**src/hw/serial_shift_pkg.sv**
```systemverilog
// constants, types and field layout of the clocked serial shift port
// What this block does
// - one eight-bit character, LSB first
// - drive on falling edge, sample on rising
// - external or thirteen internal clock choices
// - internal clock driven out on clock pin
// - start clears counter; rising edges increment it
// - eight cycles or abort: counter cleared, done set
// - reset gives instruction-wait; clocks ignored there
// - first falling edge in clock-wait starts transfer
// - mode 00 internal: endless clock, no data
// - mode register write aborts, returns to instruction-wait
// - start during transfer clears counter, enters clock-wait
// - leaving transfer clears counter, sets done
// - after eight: external clock-wait, internal instruction-wait
// - internal clock stops after eight cycles
// - external clock in clock-wait repeats transfer
// - idle-level write drives output pin at once
// - output holds transmitted MSB until idle write
// - any mode register write reinitialises state
// - shift right, LSB out, new data at top
// - pin function plus two mode bits pick mode; code ignores pin function here, which only enables the clock pin
package serial_shift_pkg;

   // apb byte addresses
   localparam logic [7:0] ADDR_SERIAL_MODE = 8'h00;
   localparam logic [7:0] ADDR_PORT_MODE_A = 8'h04;
   localparam logic [7:0] ADDR_PORT_MODE_C = 8'h08;
   localparam logic [7:0] ADDR_SHIFT = 8'h0C;
   localparam logic [7:0] ADDR_COMMAND = 8'h10;
   localparam logic [7:0] ADDR_STATUS = 8'h14;

   // field positions
   localparam int MODE_PIN_FN_BIT = 3;
   localparam int PORTA_IN_FN_BIT = 1;
   localparam int PORTA_OUT_FN_BIT = 0;
   localparam int PORTC_IDLE_BIT = 1;
   localparam int PORTC_DIV_BIT = 0;
   localparam int CMD_START_BIT = 0;
   localparam int STATUS_DONE_BIT = 0;
   localparam int STATUS_STATE_LSB = 2;
   localparam int STATUS_COUNT_LSB = 4;

   // reset values
   localparam logic [3:0] SERIAL_MODE_RESET = 4'h0;
   localparam logic [1:0] PORT_MODE_A_RESET = 2'h0;
   localparam logic [1:0] PORT_MODE_C_RESET = 2'h0;
   localparam logic [7:0] SHIFT_RESET = 8'h00;
   localparam logic [2:0] COUNT_RESET = 3'h0;

   // clock select codes and divider shape
   localparam logic [2:0] CLKSEL_SYSTEM = 3'h6;
   localparam logic [2:0] CLKSEL_EXTERNAL = 3'h7;
   localparam int HALF_LOG_BASE = 11;
   localparam int DIV_CNT_W = 13;
   localparam logic [2:0] COUNT_LAST = 3'h7;

   // operating modes from the two port mode bits
   localparam logic [1:0] OPMODE_CONT_CLK = 2'h0;
   localparam logic [1:0] OPMODE_TX = 2'h1;
   localparam logic [1:0] OPMODE_RX = 2'h2;
   localparam logic [1:0] OPMODE_TXRX = 2'h3;

   typedef enum logic [1:0] {
      ST_INSTR_WAIT = 2'b00,
      ST_CLOCK_WAIT = 2'b01,
      ST_TRANSFER = 2'b10,
      ST_CONT_CLOCK = 2'b11
   } serial_state_e;

   typedef struct packed {
      logic psel;
      logic penable;
      logic pwrite;
      logic [7:0] paddr;
      logic [31:0] pwdata;
   } apb_req_s;

   typedef struct packed {
      logic pready;
      logic pslverr;
      logic [31:0] prdata;
   } apb_rsp_s;

endpackage

```
**src/hw/clocked_serial_shift_port.sv**
```systemverilog
// clocked serial shift port with apb register access
//
// The placing of the registers and the APB interface to the registers were decided locally.
`timescale 1ns/1ps
module clocked_serial_shift_port
   import serial_shift_pkg::*;
(
   // clock and reset
   input wire logic clk_sys_i,
   input wire logic reset_i,
   // register bus
   input wire apb_req_s apb_req_i,
   output apb_rsp_s apb_rsp_o,
   // transfer clock pin
   input wire logic sck_i,
   output logic sck_o,
   output logic sck_oe_o,
   // data pins
   input wire logic si_i,
   output logic so_o,
   output logic so_oe_o
);

   serial_state_e state_q;
   apb_rsp_s rsp_q;
   logic [3:0] serial_mode_reg_q;
   logic [1:0] port_mode_a_q;
   logic [1:0] port_mode_c_q;
   logic [7:0] shift_register_q;
   logic [2:0] bit_counter_q;
   logic transfer_done_flag_q;
   logic so_q;
   logic so_oe_q;
   logic sck_oe_q;
   logic sck_gen_q;
   logic [DIV_CNT_W-1:0] div_cnt_q;
   logic sck_s1_q;
   logic sck_s2_q;
   logic sck_s3_q;
   logic si_s1_q;
   logic si_s2_q;

   logic bus_write;
   logic bus_setup;
   logic wr_mode;
   logic wr_portc;
   logic wr_shift;
   logic start_cmd;
   logic clear_done;
   logic internal_clk;
   logic [1:0] op_mode;
   logic tx_active;
   logic gen_run;
   logic gen_tick;
   logic [DIV_CNT_W-1:0] half_m1;
   logic fall_ev;
   logic rise_ev;
   logic done_ev;
   logic mapped;
   logic [31:0] rd_data;

   // ---------------- register bus ----------------
   assign bus_setup = apb_req_i.psel & ~apb_req_i.penable;
   // a write lands at the access edge where pready is sampled high
   assign bus_write = apb_req_i.psel & apb_req_i.penable & apb_req_i.pwrite & rsp_q.pready;
   assign wr_mode = bus_write & (apb_req_i.paddr == ADDR_SERIAL_MODE);
   assign wr_portc = bus_write & (apb_req_i.paddr == ADDR_PORT_MODE_C);
   assign wr_shift = bus_write & (apb_req_i.paddr == ADDR_SHIFT);
   assign start_cmd = bus_write & (apb_req_i.paddr == ADDR_COMMAND)
      & apb_req_i.pwdata[CMD_START_BIT];
   assign clear_done = bus_write & (apb_req_i.paddr == ADDR_STATUS)
      & apb_req_i.pwdata[STATUS_DONE_BIT];

   always_comb begin
      mapped = 1'b1;
      rd_data = 32'h0000_0000;
      case (apb_req_i.paddr)
         ADDR_SERIAL_MODE: rd_data[3:0] = serial_mode_reg_q;
         ADDR_PORT_MODE_A: rd_data[1:0] = port_mode_a_q;
         ADDR_PORT_MODE_C: rd_data[1:0] = port_mode_c_q;
         ADDR_SHIFT: rd_data[7:0] = shift_register_q;
         ADDR_COMMAND: rd_data = 32'h0000_0000;
         ADDR_STATUS: begin
            rd_data[STATUS_DONE_BIT] = transfer_done_flag_q;
            rd_data[STATUS_STATE_LSB +: 2] = state_q;
            rd_data[STATUS_COUNT_LSB +: 3] = bit_counter_q;
         end
         default: mapped = 1'b0;
      endcase
   end

   // zero wait states: answer is ready in the first access cycle
   always_ff @(posedge clk_sys_i) begin
      if (reset_i) begin
         rsp_q <= '0;
      end else if (bus_setup) begin
         rsp_q.pready <= 1'b1;
         rsp_q.pslverr <= ~mapped;
         rsp_q.prdata <= apb_req_i.pwrite ? 32'h0000_0000 : rd_data;
      end else begin
         rsp_q <= '0;
      end
   end

   assign apb_rsp_o = rsp_q;

   // ---------------- configuration registers ----------------
   always_ff @(posedge clk_sys_i) begin
      if (reset_i) begin
         serial_mode_reg_q <= SERIAL_MODE_RESET;
         port_mode_a_q <= PORT_MODE_A_RESET;
         port_mode_c_q <= PORT_MODE_C_RESET;
      end else if (bus_write) begin
         if (apb_req_i.paddr == ADDR_SERIAL_MODE) begin
            serial_mode_reg_q <= apb_req_i.pwdata[3:0];
         end
         if (apb_req_i.paddr == ADDR_PORT_MODE_A) begin
            port_mode_a_q <= apb_req_i.pwdata[1:0];
         end
         if (apb_req_i.paddr == ADDR_PORT_MODE_C) begin
            port_mode_c_q <= apb_req_i.pwdata[1:0];
         end
      end
   end

   assign op_mode = {port_mode_a_q[PORTA_IN_FN_BIT], port_mode_a_q[PORTA_OUT_FN_BIT]};
   assign tx_active = op_mode[0];
   assign internal_clk = serial_mode_reg_q[2:0] != CLKSEL_EXTERNAL;

   // ---------------- pin synchronisers ----------------
   always_ff @(posedge clk_sys_i) begin
      if (reset_i) begin
         sck_s1_q <= 1'b1;
         sck_s2_q <= 1'b1;
         sck_s3_q <= 1'b1;
         si_s1_q <= 1'b0;
         si_s2_q <= 1'b0;
      end else begin
         sck_s1_q <= sck_i;
         sck_s2_q <= sck_s1_q;
         sck_s3_q <= sck_s2_q;
         si_s1_q <= si_i;
         si_s2_q <= si_s1_q;
      end
   end

   // ---------------- internal transfer clock ----------------
   // half period is a power of two; system clock choice is the fastest
   // rate a registered pin can carry, one cycle high and one low
   always_comb begin
      if (serial_mode_reg_q[2:0] == CLKSEL_SYSTEM) begin
         half_m1 = '0;
      end else begin
         half_m1 = DIV_CNT_W'((DIV_CNT_W'(1) << (HALF_LOG_BASE
            - 2 * int'(serial_mode_reg_q[2:0])
            + int'(port_mode_c_q[PORTC_DIV_BIT]))) - DIV_CNT_W'(1));
      end
   end

   // generator stops outside clock-wait, transfer and continuous states
   assign gen_run = internal_clk & (state_q != ST_INSTR_WAIT);
   assign gen_tick = gen_run & (div_cnt_q == half_m1);

   always_ff @(posedge clk_sys_i) begin
      if (reset_i) begin
         div_cnt_q <= '0;
         sck_gen_q <= 1'b1;
      end else if (!gen_run || wr_mode) begin
         div_cnt_q <= '0;
         sck_gen_q <= 1'b1;
      end else if (gen_tick) begin
         div_cnt_q <= '0;
         sck_gen_q <= ~sck_gen_q;
      end else begin
         div_cnt_q <= div_cnt_q + DIV_CNT_W'(1);
      end
   end

   // edges of whichever transfer clock is selected
   always_comb begin
      if (internal_clk) begin
         fall_ev = gen_tick & sck_gen_q;
         rise_ev = gen_tick & ~sck_gen_q;
      end else begin
         fall_ev = sck_s3_q & ~sck_s2_q;
         rise_ev = ~sck_s3_q & sck_s2_q;
      end
   end

   // pin is the generator flop itself: a second register here would let so_o
   // move one cycle ahead of the falling clock edge on the pin
   assign sck_o = sck_gen_q;

   always_ff @(posedge clk_sys_i) begin
      if (reset_i) begin
         sck_oe_o <= 1'b0;
      end else begin
         sck_oe_o <= serial_mode_reg_q[MODE_PIN_FN_BIT] & internal_clk;
      end
   end

   // ---------------- state machine ----------------
   assign done_ev = (state_q == ST_TRANSFER) & rise_ev & (bit_counter_q == COUNT_LAST);

   always_ff @(posedge clk_sys_i) begin
      if (reset_i) begin
         state_q <= ST_INSTR_WAIT;
      end else if (wr_mode) begin
         state_q <= ST_INSTR_WAIT;
      end else begin
         case (state_q)
            ST_INSTR_WAIT: begin
               // transfer clock edges are ignored here
               if (start_cmd) begin
                  state_q <= ST_CLOCK_WAIT;
               end
            end
            ST_CLOCK_WAIT: begin
               if (fall_ev) begin
                  if (internal_clk && op_mode == OPMODE_CONT_CLK) begin
                     state_q <= ST_CONT_CLOCK;
                  end else begin
                     state_q <= ST_TRANSFER;
                  end
               end
            end
            ST_TRANSFER: begin
               if (start_cmd) begin
                  state_q <= ST_CLOCK_WAIT;
               end else if (done_ev) begin
                  state_q <= internal_clk ? ST_INSTR_WAIT : ST_CLOCK_WAIT;
               end
            end
            ST_CONT_CLOCK: begin
               state_q <= ST_CONT_CLOCK;
            end
            default: state_q <= ST_INSTR_WAIT;
         endcase
      end
   end

   // bit counter counts rising edges of the transfer
   always_ff @(posedge clk_sys_i) begin
      if (reset_i) begin
         bit_counter_q <= COUNT_RESET;
      end else if (wr_mode || start_cmd || done_ev) begin
         bit_counter_q <= COUNT_RESET;
      end else if (state_q == ST_TRANSFER && rise_ev) begin
         bit_counter_q <= bit_counter_q + 3'h1;
      end
   end

   // done flag: a hardware set beats a software clear in the same cycle
   always_ff @(posedge clk_sys_i) begin
      if (reset_i) begin
         transfer_done_flag_q <= 1'b0;
      end else if (state_q == ST_TRANSFER && (wr_mode || start_cmd || done_ev)) begin
         transfer_done_flag_q <= 1'b1;
      end else if (clear_done) begin
         transfer_done_flag_q <= 1'b0;
      end
   end

   // ---------------- data path ----------------
   // shift on rising edges, so the eighth rise completes the character
   always_ff @(posedge clk_sys_i) begin
      if (reset_i) begin
         shift_register_q <= SHIFT_RESET;
      end else if (state_q == ST_TRANSFER && rise_ev) begin
         shift_register_q <= {si_s2_q, shift_register_q[7:1]};
      end else if (wr_shift) begin
         shift_register_q <= apb_req_i.pwdata[7:0];
      end
   end

   // output bit changes at falling edges and on idle-level writes, then holds the last (MSB) bit
   always_ff @(posedge clk_sys_i) begin
      if (reset_i) begin
         so_q <= 1'b0;
      end else if (wr_portc) begin
         so_q <= apb_req_i.pwdata[PORTC_IDLE_BIT];
      end else if (tx_active && fall_ev && (state_q == ST_TRANSFER
            || (state_q == ST_CLOCK_WAIT && !wr_mode))) begin
         so_q <= shift_register_q[0];
      end
   end

   always_ff @(posedge clk_sys_i) begin
      if (reset_i) begin
         so_oe_q <= 1'b0;
      end else begin
         so_oe_q <= port_mode_a_q[PORTA_OUT_FN_BIT];
      end
   end

   assign so_o = so_q;
   assign so_oe_o = so_oe_q;

endmodule // clocked_serial_shift_port

```
**config.mk**
```make
export PLATFORM = sky130hd
export DESIGN_NAME = clocked_serial_shift_port
export DESIGN_NICKNAME = d
export VERILOG_FILES = /design/src/hw/serial_shift_pkg.sv /design/src/hw/clocked_serial_shift_port.sv
export SDC_FILE = /design/constraint.sdc
export NUM_CORES = 1
export LEC_CHECK = 0
export BUFFER_PORTS_ARGS = -buffer_cell sky130_fd_sc_hd__clkbuf_2
export CORE_ASPECT_RATIO = 1.2
export CORE_UTILIZATION = 40
export CTS_CLUSTER_SIZE = 20
export DETAILED_ROUTE_END_ITERATION = 16
export PLACE_DENSITY = 0.7
export SKIP_CTS_REPAIR_TIMING = 1
export SYNTH_ARGS = -nofsm -noshare
export SYNTH_HDL_FRONTEND = slang
export SYNTH_SLANG_ARGS = --single-unit
```
**constraint.sdc**
```tcl
create_clock -name clk_sys_i -period 11.8 [get_ports clk_sys_i]
set_clock_uncertainty 0.2 [all_clocks]
set_input_delay 2.36 -clock clk_sys_i [delete_from_list [all_inputs] [get_ports clk_sys_i]]
set_output_delay 2.36 -clock clk_sys_i [all_outputs]
set_load 0.01 [all_outputs]
```
==> out/metrics.yaml <==
critical_path:
  crit_path_end_kind: "flop"
  critPathMaxFanout: 19
  crit_required_ps: 11810
  critical_path_class: "flop to flop"
  startpoint_type: "flop"
  cp.arrival_ps: 5430
logic_synthesis:
  synth-seq-area-share_pct: 29.5
  synth-edff-count: 0
  postSynthCellCount: 451
  syn_avg_cell_area_um2: 8.13
  synthMostInstantiatedCell: "dfxtp_1"
  yosysTopAreaCell: "dfxtp_1"
  synth.top_cell.area_share_pct: 29.5
  yosys-top-cells-area: "dfxtp_1 29%, buf_4 4.9%, nor2_1 4.8%"
  ys.flop_type: "dfxtp_1"
  async_flop_share_pct: 0
  ys_ff_latch: 54
  netlist_top_cells_count: "54 x dfxtp_1, 47 x nor2_1, 38 x nand2_1"
  yosysUniqueCellTypes: 70
  syn_area_um2: 3670
  yosysWarnings: 0
placement:
  dp_cells: 578
  dpl.hpwl_mm: 6.36
  placed_cell_area_um2: 3780
  io_buffers: 36
  gp_congestion: 0.884
  place_ws_ps: 6460
clocking:
  htree_levels: 2
  cts.sink_count: 54
  path_clk_slew_ps: 90
  clk_latency_ps: 310
  cts_root_buf: "clkbuf_8"
  cts_made_buffers: 5
  tritoncts: "yes"
  clockBufferDepth: 2
pwr:
  pwr-share-clk_pct: 32.1
  power_leakage_nw: 1.60
  p_int_mw: 0.237
  netSwitchingFraction_pct: 25.6
  seq_power_share_pct: 59.7
  pwr_density_cell_nw_per_um2: 82.4
  vdd_drop_max_uv: 57.7
  comb_power_share_pct: 8.1
  switching_power_mw: 0.0815
grt:
  grt_overflow: 0
  busiest_layer: "met2"
  met3_usage_pct: 3.00
  met2_usage_pct: 33.6
  grt_antenna_before_repair: 0
  grt_usage_pct: 19.4
  grt_pass1_vias: 3173
  grt_pass1_wl_mm: 14.8
  grt_max_degree: 30
  met1_usage_pct: 24.3
floorplanning:
  core_um2: 8750
  die_h_um: 107
  fp.dieW_um: 89.4
  rows: 37
  dieArea_um2: 9550
  io_pins: 85
  initial_utilization_pct: 41.9
drt:
  ant_nets: 0
  drtIter0Drc: 178
  vias: 3280
  drc: 0
  viasPerCell: 5.61
  dr.pass1.iters: 4
  wl_per_cell_um: 14.7
  finalWirelength_mm: 8.61
sta:
  setup_viol: 0
  rsz0062_at_grt: "false"
  setup_tns_ps: 0
  tightest_slew_ps: 782
  hold_violations: 0
  slew_headroom_pct: 47.9
  max_freq_mhz: 184
  report.final.slew_viol_count: 0
  min_period_ps: 5420
  min_period_over_period_pct: 46.0
  post-route-worst-setup-slack_ps: 6380
final_layout:
  layout.nets: 522
  layout-drive-gt1-share_pct: 12.6
  final_core_util_pct: 44.1
  fill_cells: 888
  layout.cells.non_filler: 585
  finalInstanceArea_um2: 3860
  syn_to_final_growth_pct: 5.32
  num_antenna_cells: 0
job:
  cap_violations: 0
outcome:
  status: "complete, no violations"
hold_path:
  hold_path_class: "flop to flop"
## critical path: stages (launching register included)
cell and delay (ps):
dfxtp_1 710, ha_1 600, xor2_1 180, o21ai_0 590
nand3_1 160, ha_1 320, inv_1 210, nand2_1 70
nor4_1 270, a31oi_1 110, a2111oi_0 430, o31ai_1 160
nand2_1 140, nand4_1 440, a21o_1 450, a311oi_1 270
## through the flow
stage / total power, mW / hold slack [ps]
6_report: 0.318 / 233
2_1_floorplan: 0.217 / 189
4_1_cts: 0.322 / 227
5_1_grt: 0.332 / 254
3_5_place_dp: 0.220 / 204
3_3_place_gp: 0.219 / 197
## layer usage
| metal | part of all wire, % | wire length [um] |
|---|---|---|
| met5 | 0 | 0 |
| met4 | 1.2 | 103 |
| met3 | 3.4 | 296 |
| met2 | 51 | 4400 |
| met1 | 44 | 3810 |
## placed cells by master, fill, tap and decap left out, types with 3 or more instances in the layout
cell type,Yosys,final
xor2_1,11,11
xnor2_1,8,8
nand2b_1,8,8
nor2_1,47,47
o21ai_1,3,3
ha_1,7,7
dfxtp_1,54,54
and2_1,4,4
and3_1,17,17
nand3b_1,9,9
inv_1,10,10
a311oi_1,8,8
clkbuf_8,0,5
nor4b_1,3,3
a21o_1,4,4
a31oi_1,6,6
nand3_1,29,29
or3_1,5,5
clkbuf_2,1,36
or2_2,4,4
nor3b_1,6,6
mux2i_1,16,16
nand4_1,6,6
a21oi_1,7,7
nor2b_1,5,5
nor3_1,8,8
nand2_1,38,38
nor4_1,6,6
o21ai_0,12,12
a211oi_1,11,11
a22oi_1,5,5
conb_1,1,24
## logic make-up (layout without fill, tap and decap cells)
| logic type | after synthesis | count (layout) | share of synthesized area, % |
|---|---|---|---|
| buffers and inverters | 59 | 53 | 9.15 |
| multiplexers | 19 | 19 | 5.90 |
| XOR/XNOR | 22 | 22 | 6.04 |
| other | 1 | 24 | 0.102 |
| AND/OR/NAND/NOR | 209 | 209 | 30.9 |
| AO/OA/AOI/OAI | 80 | 80 | 16.0 |
| adder cells (fa/ha/maj) | 7 | 7 | 2.39 |
| flip-flops | 54 | 54 | 29.5 |
## flip-flops by register name, summed over array words and instances, names as in the netlist, 2 cells and up
name / cells
shift_register_q: 8
serial_mode_reg_q: 4
bit_counter_q: 3
apb_rsp_o: 10
div_cnt_q: 13
state_q: 2
port_mode_c_q: 2
op_mode: 2
## final timing paths
path / endpoint / slack (ps) / from / depth (start not counted)
worst max-delay path: shift_register_q[3] / 6380 / serial_mode_reg_q[1] / 15
worst min-delay path: sck_s2_q / 230 / sck_s1_q / 1
worst max register to register: shift_register_q[3] / 6380 / serial_mode_reg_q[1] / 15
worst min register to register: sck_s2_q / 230 / sck_s1_q / 1
## layout make-up
type	count	area (um2)	share of cell area (%)
multi-input cells	361	2340	60.5
flip-flops and latches	54	1080	28.0
repair buffers	36	180	4.67
well taps	117	146	3.79
clock buffers	6	72.6	1.88
inverters	10	37.5	0.972
clock inverters	1	7.51	0.194
## power by group through the flow
stage          clock network (mW)  logic, mW  registers (mW)
2_1_floorplan                   0     0.0240           0.193
3_3_place_gp                    0     0.0248           0.194
3_5_place_dp                    0     0.0258           0.194
4_1_cts                     0.106     0.0259           0.190
5_1_grt                     0.112     0.0298           0.191
6_report                    0.102     0.0259           0.190
(Power assumes the default switching activity.)
